**src/hbi_pkg.sv**
```systemverilog
// hbi_pkg: shared constants for the parallel host bus front end and its host-side driver.
// assumes both ends run on one 25 MHz clock, with a synchronous active-high reset.
package hbi_pkg;
	localparam int         HBI_AW   = 11;
	localparam int         HBI_DW   = 16;
	// --------------------------------------------------------------
	// register map (byte addresses)
	// --------------------------------------------------------------
	localparam logic [10:0] HBI_GL_CTRL1   = 11'h000;
	localparam logic [10:0] HBI_GL_SUMMARY = 11'h010;
	localparam logic [10:0] HBI_GL_UNMASK  = 11'h012;
	localparam logic [10:0] HBI_PORT_SUM   = 11'h050;
	localparam logic [10:0] HBI_FR_LATCHED = 11'h128;
	localparam logic [10:0] HBI_FR_IRQEN   = 11'h12c;
	// block spaces: global 0x000-0x03f, port 0x040-0x07f, framer 0x100-0x17f
	localparam logic [10:0] HBI_GL_LO   = 11'h000;
	localparam logic [10:0] HBI_GL_HI   = 11'h03f;
	localparam logic [10:0] HBI_PORT_LO = 11'h040;
	localparam logic [10:0] HBI_PORT_HI = 11'h07f;
	localparam logic [10:0] HBI_FR_LO   = 11'h100;
	localparam logic [10:0] HBI_FR_HI   = 11'h17f;
	// --------------------------------------------------------------
	// field positions
	// --------------------------------------------------------------
	localparam int HBI_CLR_METHOD_BIT = 0;
	localparam int HBI_IRQ_DRIVE_BIT  = 1;
	localparam int HBI_DP_RESET_BIT   = 2;
	localparam int HBI_GL_PORT_BIT    = 4;
	localparam int HBI_PORT_FR_BIT    = 0;
	localparam int HBI_FRAME_LOSS_BIT = 1;
	localparam logic [15:0] HBI_ZERO16   = 16'h0000;
	localparam logic [15:0] HBI_CTRL_RST = 16'h0004;
	// access completes one cycle more than this count after the strobe is seen
	localparam logic [1:0] HBI_ACC_CYC = 2'h2;
endpackage

```
**src/hbi_bus_if.sv**
```systemverilog
// hbi_bus_if: pins between the host processor and the device.
// assumes the testbench resolves data and interrupt wires from the enables.
`timescale 1ns/1ps
interface hbi_bus_if;
	logic [10:0] addr;
	logic [15:0] d_host;
	logic        d_host_oe_n;
	logic [15:0] d_dev;
	logic        d_dev_lo_oe_n;
	logic        d_dev_hi_oe_n;
	logic        rd_n;
	logic        wr_n;
	logic        data_strobe_n;
	logic        rw;
	logic        strobe_mode;
	logic        width16;
	logic        swap_select_pin;
	logic        rdy_n;
	logic        rdy_oe_n;
	logic        int_n;
	logic        int_oe_n;
	modport dev (input addr, d_host, rd_n, wr_n, data_strobe_n, rw, strobe_mode, width16,
		swap_select_pin, output d_dev, d_dev_lo_oe_n, d_dev_hi_oe_n, rdy_n, rdy_oe_n,
		int_n, int_oe_n);
	modport host (output addr, d_host, d_host_oe_n, rd_n, wr_n, data_strobe_n, rw,
		strobe_mode, width16, swap_select_pin, input d_dev, d_dev_lo_oe_n, d_dev_hi_oe_n,
		rdy_n, rdy_oe_n, int_n, int_oe_n);
endinterface

```
**src/hbi_device.sv**
```systemverilog
// hbi_device: parallel host bus slave, latched status clearing and interrupt tree.
// assumes bus pins are asynchronous to clk_in; the frame loss event comes from local logic.
`timescale 1ns/1ps
// Summary of operation
// - ready low once the access completes
// - no ready outside every block space
// - ready for reserved locations inside blocks
// - byte swap only in 16-bit width
// - swap low: bytes pass straight
// - swap high: bytes exchanged
// - host holds swap select static
// - mode 0: separate read, write strobes
// - mode 1: data strobe plus direction
// - clear-on-write clears bits written one
// - clear-on-read clears bits read set
// - event during clearing read still latches
// - host reads, then writes ones back
// - idle interrupt drives high or floats
// - interrupt floats after reset until active
// - global summary shows port origin
// - port summary shows framer origin
// - inactive framing mode raises no interrupt
// - data-path reset clears all latched bits
// - interrupt needs block enable and unmask
// - frame loss sets two summary bits
// - 8-bit width never drives upper lines
module hbi_device (
	input  wire logic clk_in,
	input  wire logic srst_in,
	input  wire logic ce_in,
	input  wire logic frame_loss_event_in,
	input  wire logic framer_mode_ds3_in,
	output logic      irq_active_out,
	hbi_bus_if.dev    bus
);
	import hbi_pkg::*;

	typedef enum logic [1:0] {HBI_IDLE, HBI_WAIT, HBI_DONE} hbi_st_t;

	// --------------------------------------------------------------
	// pin synchronisers
	// --------------------------------------------------------------
	logic [2:0] rd_s_q, wr_s_q, ds_s_q;
	logic       rd_n_f_q, wr_n_f_q, ds_n_f_q;
	always_ff @(posedge clk_in) begin
		if (srst_in) begin
			rd_s_q   <= 3'h7;
			wr_s_q   <= 3'h7;
			ds_s_q   <= 3'h7;
			rd_n_f_q <= 1'b1;
			wr_n_f_q <= 1'b1;
			ds_n_f_q <= 1'b1;
		end else if (ce_in) begin
			rd_s_q <= {rd_s_q[1:0], bus.rd_n};
			wr_s_q <= {wr_s_q[1:0], bus.wr_n};
			ds_s_q <= {ds_s_q[1:0], bus.data_strobe_n};
			// a change counts once stages two and three agree
			if (rd_s_q[1] == rd_s_q[2]) rd_n_f_q <= rd_s_q[2];
			if (wr_s_q[1] == wr_s_q[2]) wr_n_f_q <= wr_s_q[2];
			if (ds_s_q[1] == ds_s_q[2]) ds_n_f_q <= ds_s_q[2];
		end
	end

	logic rd_req, wr_req, acc_req;
	always_comb begin
		rd_req = bus.strobe_mode ? (!ds_n_f_q && bus.rw)  : !rd_n_f_q;
		wr_req = bus.strobe_mode ? (!ds_n_f_q && !bus.rw) : !wr_n_f_q;
		acc_req = rd_req || wr_req;
	end

	// address is stable while a strobe is held, so it is read directly
	logic [10:0] word_addr;
	logic        in_space;
	always_comb begin
		word_addr = bus.width16 ? {bus.addr[10:1], 1'b0} : bus.addr;
		in_space  = (word_addr <= HBI_GL_HI) ||
			(word_addr >= HBI_PORT_LO && word_addr <= HBI_PORT_HI) ||
			(word_addr >= HBI_FR_LO && word_addr <= HBI_FR_HI);
	end

	// --------------------------------------------------------------
	// access sequencer
	// --------------------------------------------------------------
	hbi_st_t    st_q;
	logic [1:0] cnt_q;
	logic       rd_go, wr_go;
	always_comb begin
		rd_go = (st_q == HBI_WAIT) && cnt_q == HBI_ACC_CYC && rd_req && ce_in;
		wr_go = (st_q == HBI_WAIT) && cnt_q == HBI_ACC_CYC && wr_req && ce_in;
	end
	always_ff @(posedge clk_in) begin
		if (srst_in) begin
			st_q  <= HBI_IDLE;
			cnt_q <= 2'h0;
		end else if (ce_in) begin
			case (st_q)
				HBI_IDLE: begin
					cnt_q <= 2'h0;
					if (acc_req && in_space) st_q <= HBI_WAIT;
				end
				HBI_WAIT: begin
					if (!acc_req) st_q <= HBI_IDLE;
					else if (cnt_q == HBI_ACC_CYC) st_q <= HBI_DONE;
					else cnt_q <= cnt_q + 2'h1;
				end
				HBI_DONE: begin
					if (!acc_req) st_q <= HBI_IDLE;
				end
				default: st_q <= HBI_IDLE;
			endcase
		end
	end

	// --------------------------------------------------------------
	// registers
	// --------------------------------------------------------------
	logic [15:0] wdata, ctrl_q, unmask_q, fr_en_q, fr_lat_q, rd_word;
	always_comb begin
		if (bus.width16 && bus.swap_select_pin) wdata = {bus.d_host[7:0], bus.d_host[15:8]};
		else if (bus.width16) wdata = bus.d_host;
		else wdata = {8'h00, bus.d_host[7:0]};
	end
	always_ff @(posedge clk_in) begin
		if (srst_in) begin
			ctrl_q   <= HBI_CTRL_RST;
			unmask_q <= HBI_ZERO16;
			fr_en_q  <= HBI_ZERO16;
		end else if (wr_go) begin
			case (word_addr)
				HBI_GL_CTRL1:  ctrl_q   <= wdata;
				HBI_GL_UNMASK: unmask_q <= wdata;
				HBI_FR_IRQEN:  fr_en_q  <= wdata;
				default: ;
			endcase
		end
	end

	logic dp_reset, fr_event, cor_hit, cow_hit;
	logic [15:0] fr_set;
	always_comb begin
		dp_reset = ctrl_q[HBI_DP_RESET_BIT];
		fr_event = frame_loss_event_in && framer_mode_ds3_in;
		fr_set   = HBI_ZERO16;
		fr_set[HBI_FRAME_LOSS_BIT] = fr_event;
		cor_hit  = rd_go && word_addr == HBI_FR_LATCHED && ctrl_q[HBI_CLR_METHOD_BIT];
		cow_hit  = wr_go && word_addr == HBI_FR_LATCHED && !ctrl_q[HBI_CLR_METHOD_BIT];
	end
	always_ff @(posedge clk_in) begin
		if (srst_in || (ce_in && dp_reset)) begin
			fr_lat_q <= HBI_ZERO16;
		end else if (ce_in) begin
			if (cor_hit) fr_lat_q <= fr_set;
			else if (cow_hit) fr_lat_q <= (fr_lat_q & ~wdata) | fr_set;
			else fr_lat_q <= fr_lat_q | fr_set;
		end
	end

	// --------------------------------------------------------------
	// interrupt tree
	// --------------------------------------------------------------
	logic [15:0] port_sum, gl_sum;
	always_comb begin
		port_sum = HBI_ZERO16;
		gl_sum   = HBI_ZERO16;
		port_sum[HBI_PORT_FR_BIT] = |(fr_lat_q & fr_en_q);
		gl_sum[HBI_GL_PORT_BIT] = |port_sum;
		case (word_addr)
			HBI_GL_CTRL1:   rd_word = ctrl_q;
			HBI_GL_SUMMARY: rd_word = gl_sum;
			HBI_GL_UNMASK:  rd_word = unmask_q;
			HBI_PORT_SUM:   rd_word = port_sum;
			HBI_FR_LATCHED: rd_word = fr_lat_q;
			HBI_FR_IRQEN:   rd_word = fr_en_q;
			default:        rd_word = HBI_ZERO16;
		endcase
	end

	logic [15:0] dout_q;
	logic        irq_q, irq_seen_q;
	always_ff @(posedge clk_in) begin
		if (srst_in) begin
			dout_q     <= HBI_ZERO16;
			irq_q      <= 1'b0;
			irq_seen_q <= 1'b0;
		end else if (ce_in) begin
			if (rd_go) dout_q <= (bus.width16 && bus.swap_select_pin) ?
				{rd_word[7:0], rd_word[15:8]} : rd_word;
			irq_q <= |(gl_sum & unmask_q);
			if (|(gl_sum & unmask_q)) irq_seen_q <= 1'b1;
		end
	end

	logic rd_phase;
	always_comb begin
		rd_phase = (st_q == HBI_DONE) && rd_req;
		bus.rdy_n    = !(st_q == HBI_DONE);
		bus.rdy_oe_n = !(st_q == HBI_DONE);
		bus.d_dev    = dout_q;
		bus.d_dev_lo_oe_n = !rd_phase;
		bus.d_dev_hi_oe_n = !(rd_phase && bus.width16);
		bus.int_n    = !irq_q;
		bus.int_oe_n = !(irq_q || (irq_seen_q && ctrl_q[HBI_IRQ_DRIVE_BIT]));
		irq_active_out = irq_q;
	end
endmodule

```
**src/flat_wrapper.sv**
```systemverilog
// flat-port wrapper written by rule: the top's interface ports become plain ports
module hbi_device_flat import hbi_pkg::*;
  (clk_in, srst_in, ce_in, frame_loss_event_in, framer_mode_ds3_in, irq_active_out, bus_addr, bus_d_host, bus_rd_n, bus_wr_n, bus_data_strobe_n, bus_rw, bus_strobe_mode, bus_width16, bus_swap_select_pin, bus_d_dev, bus_d_dev_lo_oe_n, bus_d_dev_hi_oe_n, bus_rdy_n, bus_rdy_oe_n, bus_int_n, bus_int_oe_n);
  hbi_bus_if bus_i ();
  input  wire logic clk_in;
  input  wire logic srst_in;
  input  wire logic ce_in;
  input  wire logic frame_loss_event_in;
  input  wire logic framer_mode_ds3_in;
  output logic irq_active_out;
  input wire logic [$bits(bus_i.addr)-1:0] bus_addr;
  input wire logic [$bits(bus_i.d_host)-1:0] bus_d_host;
  input wire logic [$bits(bus_i.rd_n)-1:0] bus_rd_n;
  input wire logic [$bits(bus_i.wr_n)-1:0] bus_wr_n;
  input wire logic [$bits(bus_i.data_strobe_n)-1:0] bus_data_strobe_n;
  input wire logic [$bits(bus_i.rw)-1:0] bus_rw;
  input wire logic [$bits(bus_i.strobe_mode)-1:0] bus_strobe_mode;
  input wire logic [$bits(bus_i.width16)-1:0] bus_width16;
  input wire logic [$bits(bus_i.swap_select_pin)-1:0] bus_swap_select_pin;
  output wire logic [$bits(bus_i.d_dev)-1:0] bus_d_dev;
  output wire logic [$bits(bus_i.d_dev_lo_oe_n)-1:0] bus_d_dev_lo_oe_n;
  output wire logic [$bits(bus_i.d_dev_hi_oe_n)-1:0] bus_d_dev_hi_oe_n;
  output wire logic [$bits(bus_i.rdy_n)-1:0] bus_rdy_n;
  output wire logic [$bits(bus_i.rdy_oe_n)-1:0] bus_rdy_oe_n;
  output wire logic [$bits(bus_i.int_n)-1:0] bus_int_n;
  output wire logic [$bits(bus_i.int_oe_n)-1:0] bus_int_oe_n;
  assign bus_i.addr = bus_addr;
  assign bus_i.d_host = bus_d_host;
  assign bus_i.rd_n = bus_rd_n;
  assign bus_i.wr_n = bus_wr_n;
  assign bus_i.data_strobe_n = bus_data_strobe_n;
  assign bus_i.rw = bus_rw;
  assign bus_i.strobe_mode = bus_strobe_mode;
  assign bus_i.width16 = bus_width16;
  assign bus_i.swap_select_pin = bus_swap_select_pin;
  assign bus_d_dev = bus_i.d_dev;
  assign bus_d_dev_lo_oe_n = bus_i.d_dev_lo_oe_n;
  assign bus_d_dev_hi_oe_n = bus_i.d_dev_hi_oe_n;
  assign bus_rdy_n = bus_i.rdy_n;
  assign bus_rdy_oe_n = bus_i.rdy_oe_n;
  assign bus_int_n = bus_i.int_n;
  assign bus_int_oe_n = bus_i.int_oe_n;
  hbi_device u_core (.clk_in(clk_in), .srst_in(srst_in), .ce_in(ce_in), .frame_loss_event_in(frame_loss_event_in), .framer_mode_ds3_in(framer_mode_ds3_in), .irq_active_out(irq_active_out), .bus(bus_i));
endmodule
```
**config.mk**
```make
export PLATFORM = sky130hd
export DESIGN_NAME = hbi_device_flat
export DESIGN_NICKNAME = d
export VERILOG_FILES = /design/src/hbi_pkg.sv /design/src/hbi_bus_if.sv /design/src/hbi_device.sv /design/src/flat_wrapper.sv
export SDC_FILE = /design/constraint.sdc
export NUM_CORES = 1
export LEC_CHECK = 0
export ABC_CLOCK_PERIOD_IN_PS = 2100
export BUFFER_PORTS_ARGS = -buffer_cell sky130_fd_sc_hd__buf_2
export CAP_MARGIN = 0
export CORE_AREA = 2 2 122 124
export DETAILED_ROUTE_END_ITERATION = 10
export DIE_AREA = 0 0 124 126
export PLACE_DENSITY_LB_ADDON = 0.2
export SYNTH_ARGS = -nofsm -noshare
export SYNTH_HDL_FRONTEND = slang
export SYNTH_SLANG_ARGS = --single-unit
```
**constraint.sdc**
```tcl
create_clock -name clk_in -period 2.1 [get_ports clk_in]
set_input_delay 0.105 -clock clk_in [delete_from_list [all_inputs] [get_ports clk_in]]
set_output_delay 0.105 -clock clk_in [all_outputs]
set_load 0.02 [all_outputs]
```
==> results.toml <==
[setup_path]
reg2reg_to = "u_core.fr_lat_q[15]"
worstSetupEndpointType = "flip-flop"
rr_worst_depth = 8
cpPeakStageDelay_ns = 0.44
crit_fanout = 15
path_class = "reg2reg"
r2r_start = "u_core.cnt_q[0]"
cp.arrival_ns = 2.22
crit_slowest_cell = "or4_1"
rrSetupSlack_ns = 0.12
crit_start = "u_core.cnt_q[0]"
startpoint_type = "flip-flop"
crit_family = "simple AND/OR/NAND/NOR gates"
cp_num_buf_inv = 2
cp.required_ns = 2.34
crit_chain = "inv_1 > ha_2 > and4b_2 > o211ai_1 > or4_1 > buf_4 > nand2b_1 > a21oi_1"

[layout]
antenna_cells = 0
syn2layout_area_growth_pct = 22.0
drive_above_1_share_pct = 25.5
multi_input_area_um2 = 2680
fillCellCount = 1458
finalNetCount = 687
seqCellArea_um2 = 1960

[floorplan]
ios = 62
fp-row-count = 44
core_region_area_um2 = 14300
die_area_um2 = 15600
die_y_um = 126
start_util_pct = 34.1
die_w_um = 124

[route]
wire_per_inst_um = 18.1
dr.pass1.iters = 5
drt_iter0_markers = 357
wl_um = 15100
drcViolationCount = 0
final_antenna_net_count = 0
vias_per_cell = 5.42
num_vias = 4535

[sta]
tightest_slew_ns = 0.544
finalSetupTns_ns = 0
setup_viol = 0
holdWs_ns = 0.0349
maxSlewViolCount = 0
layout_setup_ws_ns = 0.123
timing.fmax_ghz = 0.506
skew_ns = 0.00786
hold_viol_final = 0
maxSlewHeadroom_pct = 62.7
rsz0062_at_grt = "false"
period_share_pct = 94.2
min_period_ns = 1.98

[clock_network]
clkTransAtPathRegs_ns = 0.07
cts_tree = "done"
cts_buffers = 9
insertion_delay_ns = 0.35
cts_root_buf = "clkbuf_16"
cts_sinks = 98
ctsLongestPathBuffers = 2
h-tree-depth = 3

[worst_hold_path]
hold_class = "in2reg"
hold_path_end = "u_core.irq_active_out"
hold_start = "srst_in"
whs_path_depth = 2

[grt]
grtUsageTotal_pct = 20.0
grt_pass1_vias = 4347
grt_max_degree = 30
antenna_found_initial = 0
grt_pass1_wl_um = 23600
overflow = 0

[placed_design]
place.gp.congestion = 0.906
dp_hpwl_um = 11300
dpl_worst_slack_ns = 0.000622
numPortBuffers = 61

[logic_synthesis]
synth_fp_nets = 607
synth_cell_types = 55
yosysWarnings = 0
synth-edff-count = 0
syn-cell-area_um2 = 4880
ys_seq_area_share_pct = 40.2
synth_seq_cells = 98
async_reset_ff_share_pct = 0
synth_top_flop_cell = "dfxtp_1"
synth_cells = 567
syn_area_per_cell_um2 = 8.61

[power]
leakagePower_nw = 2.39
power_density_nw_per_um2 = 633
ir_worst_vdd_v = 0.000371

[run]
cap_violations = 0

[outcome]
status = "complete, no violations"
-- synthesized netlist by cell type (5+ instances only) --
cell	n	area (µm²)
nor4_1	14	87.6
a22oi_1	7	52.6
inv_1	18	67.6
a311oi_1	5	43.8
a221o_1	10	100
nand4b_1	6	52.6
mux2_2	15	169
a211oi_1	27	203
clkbuf_1	26	97.6
a211o_1	8	70.1
nand3_1	10	50.1
dfxtp_1	98	1960
nand2_2	10	62.6
nand2b_1	7	43.8
o21ai_0	16	80.1
nor2b_1	10	62.6
nand2_1	63	236
buf_2	9	45.0
mux2i_1	39	390
a21oi_1	39	195
nor2_1	57	214
or4b_2	5	50.1
-- worst max-delay path by stage --
stage | endpoint | slack, ns | depth (start not counted)
after floorplan | u_core.fr_lat_q[5] | 0.02 | 8
after global placement | u_core.fr_lat_q[15] | 0.04 | 7
after detailed placement | u_core.ctrl_q[6] | 0.0006 | 8
after CTS | u_core.unmask_q[11] | 0.05 | 8
after global routing | u_core.fr_lat_q[15] | 0.01 | 8
final | u_core.fr_lat_q[15] | 0.12 | 8
-- layout make-up --
class | count | share of cell area [%]
clock inverters | 2 | 0.168
well taps | 184 | 3.86
clock buffers | 14 | 4.60
multi-input cells | 408 | 44.9
flip-flops and latches | 98 | 33.0
inverters | 18 | 1.13
repair buffers | 112 | 12.3
-- worst register-to-register path, delay by kind of cell, from the launching register on --
kind            cells  cell delay, ns
compound gates      2            0.23
buf+inv             2            0.29
fa+ha+maj           1            0.20
flops               1            0.32
simple gates        3            0.83
-- power by group --
group	leakage (nW)	total, W	internal, W	switching (W)
clock network	0.143	0.00160	0.000898	0.000697
registers	0.791	0.00187	0.00187	0.00000602
logic	1.45	0.000302	0.000111	0.000192
total	2.39	0.00377	0.00288	0.000895
-- through the flow --
stage / cells / instance area [µm²] / power [W] / util [%]
2_1_floorplan: 567 / 4880 / 0.00208 / -
3_3_place_gp: 814 / 5600 / 0.00220 / 39.1
3_5_place_dp: 814 / 5600 / 0.00221 / 39.1
4_1_cts: 833 / 5910 / 0.00380 / 41.3
5_1_grt: 836 / 5960 / 0.00392 / 41.6
6_report: 836 / 5960 / 0.00377 / 41.6
-- cells in the final DEF, fill, tap and decap left out, types with 15 or more instances in the layout --
cell type / synthesis / layout
a211oi_1: 27 / 27
a21oi_1: 39 / 39
buf_2: 9 / 62
buf_4: 2 / 43
dfxtp_1: 98 / 97
inv_1: 18 / 18
mux2_2: 15 / 15
mux2i_1: 39 / 39
nand2_1: 63 / 63
nor2_1: 57 / 57
o21ai_0: 16 / 15
-- flip-flops by register name, summed over array words and instances, names as in the netlist, 2 cells and up --
name              cells
u_core.bus.d_dev     16
u_core.ctrl_q        16
u_core.fr_en_q       16
u_core.fr_lat_q      16
u_core.unmask_q      16
u_core.ds_s_q         3
u_core.rd_s_q         3
u_core.wr_s_q         3
u_core.cnt_q          2
u_core.st_q           2
-- kinds of logic after synthesis --
logic type | share of synthesized area [%]
AND/OR/NAND/NOR | 22.4
buffers and inverters | 5.38
AO/OA/AOI/OAI | 20.4
flip-flops | 40.2
adder cells (fa/ha/maj) | 0.256
multiplexers | 11.5
-- routing by layer --
metal / routed length [µm] / vias up / GRT usage [%] / part of all wire, %
met1: 7050 / 2177 / 26.8 / 47
met3: 655 / 16 / 4.26 / 4.3
li1: - / 2224 / - / -
met4: 236 / 0 / 5.88 / 1.6
met2: 7170 / 118 / 32.2 / 47
met5: 0 / - / 0 / 0
-- repair_timing --
item                       4_1_cts  5_1_grt
hold buffers                     3        0
hold endpoints to repair         3        0
setup endpoints to repair        0       32
setup buffers                    0        2
gates resized for setup          0        7
(Power assumes the default switching activity.)
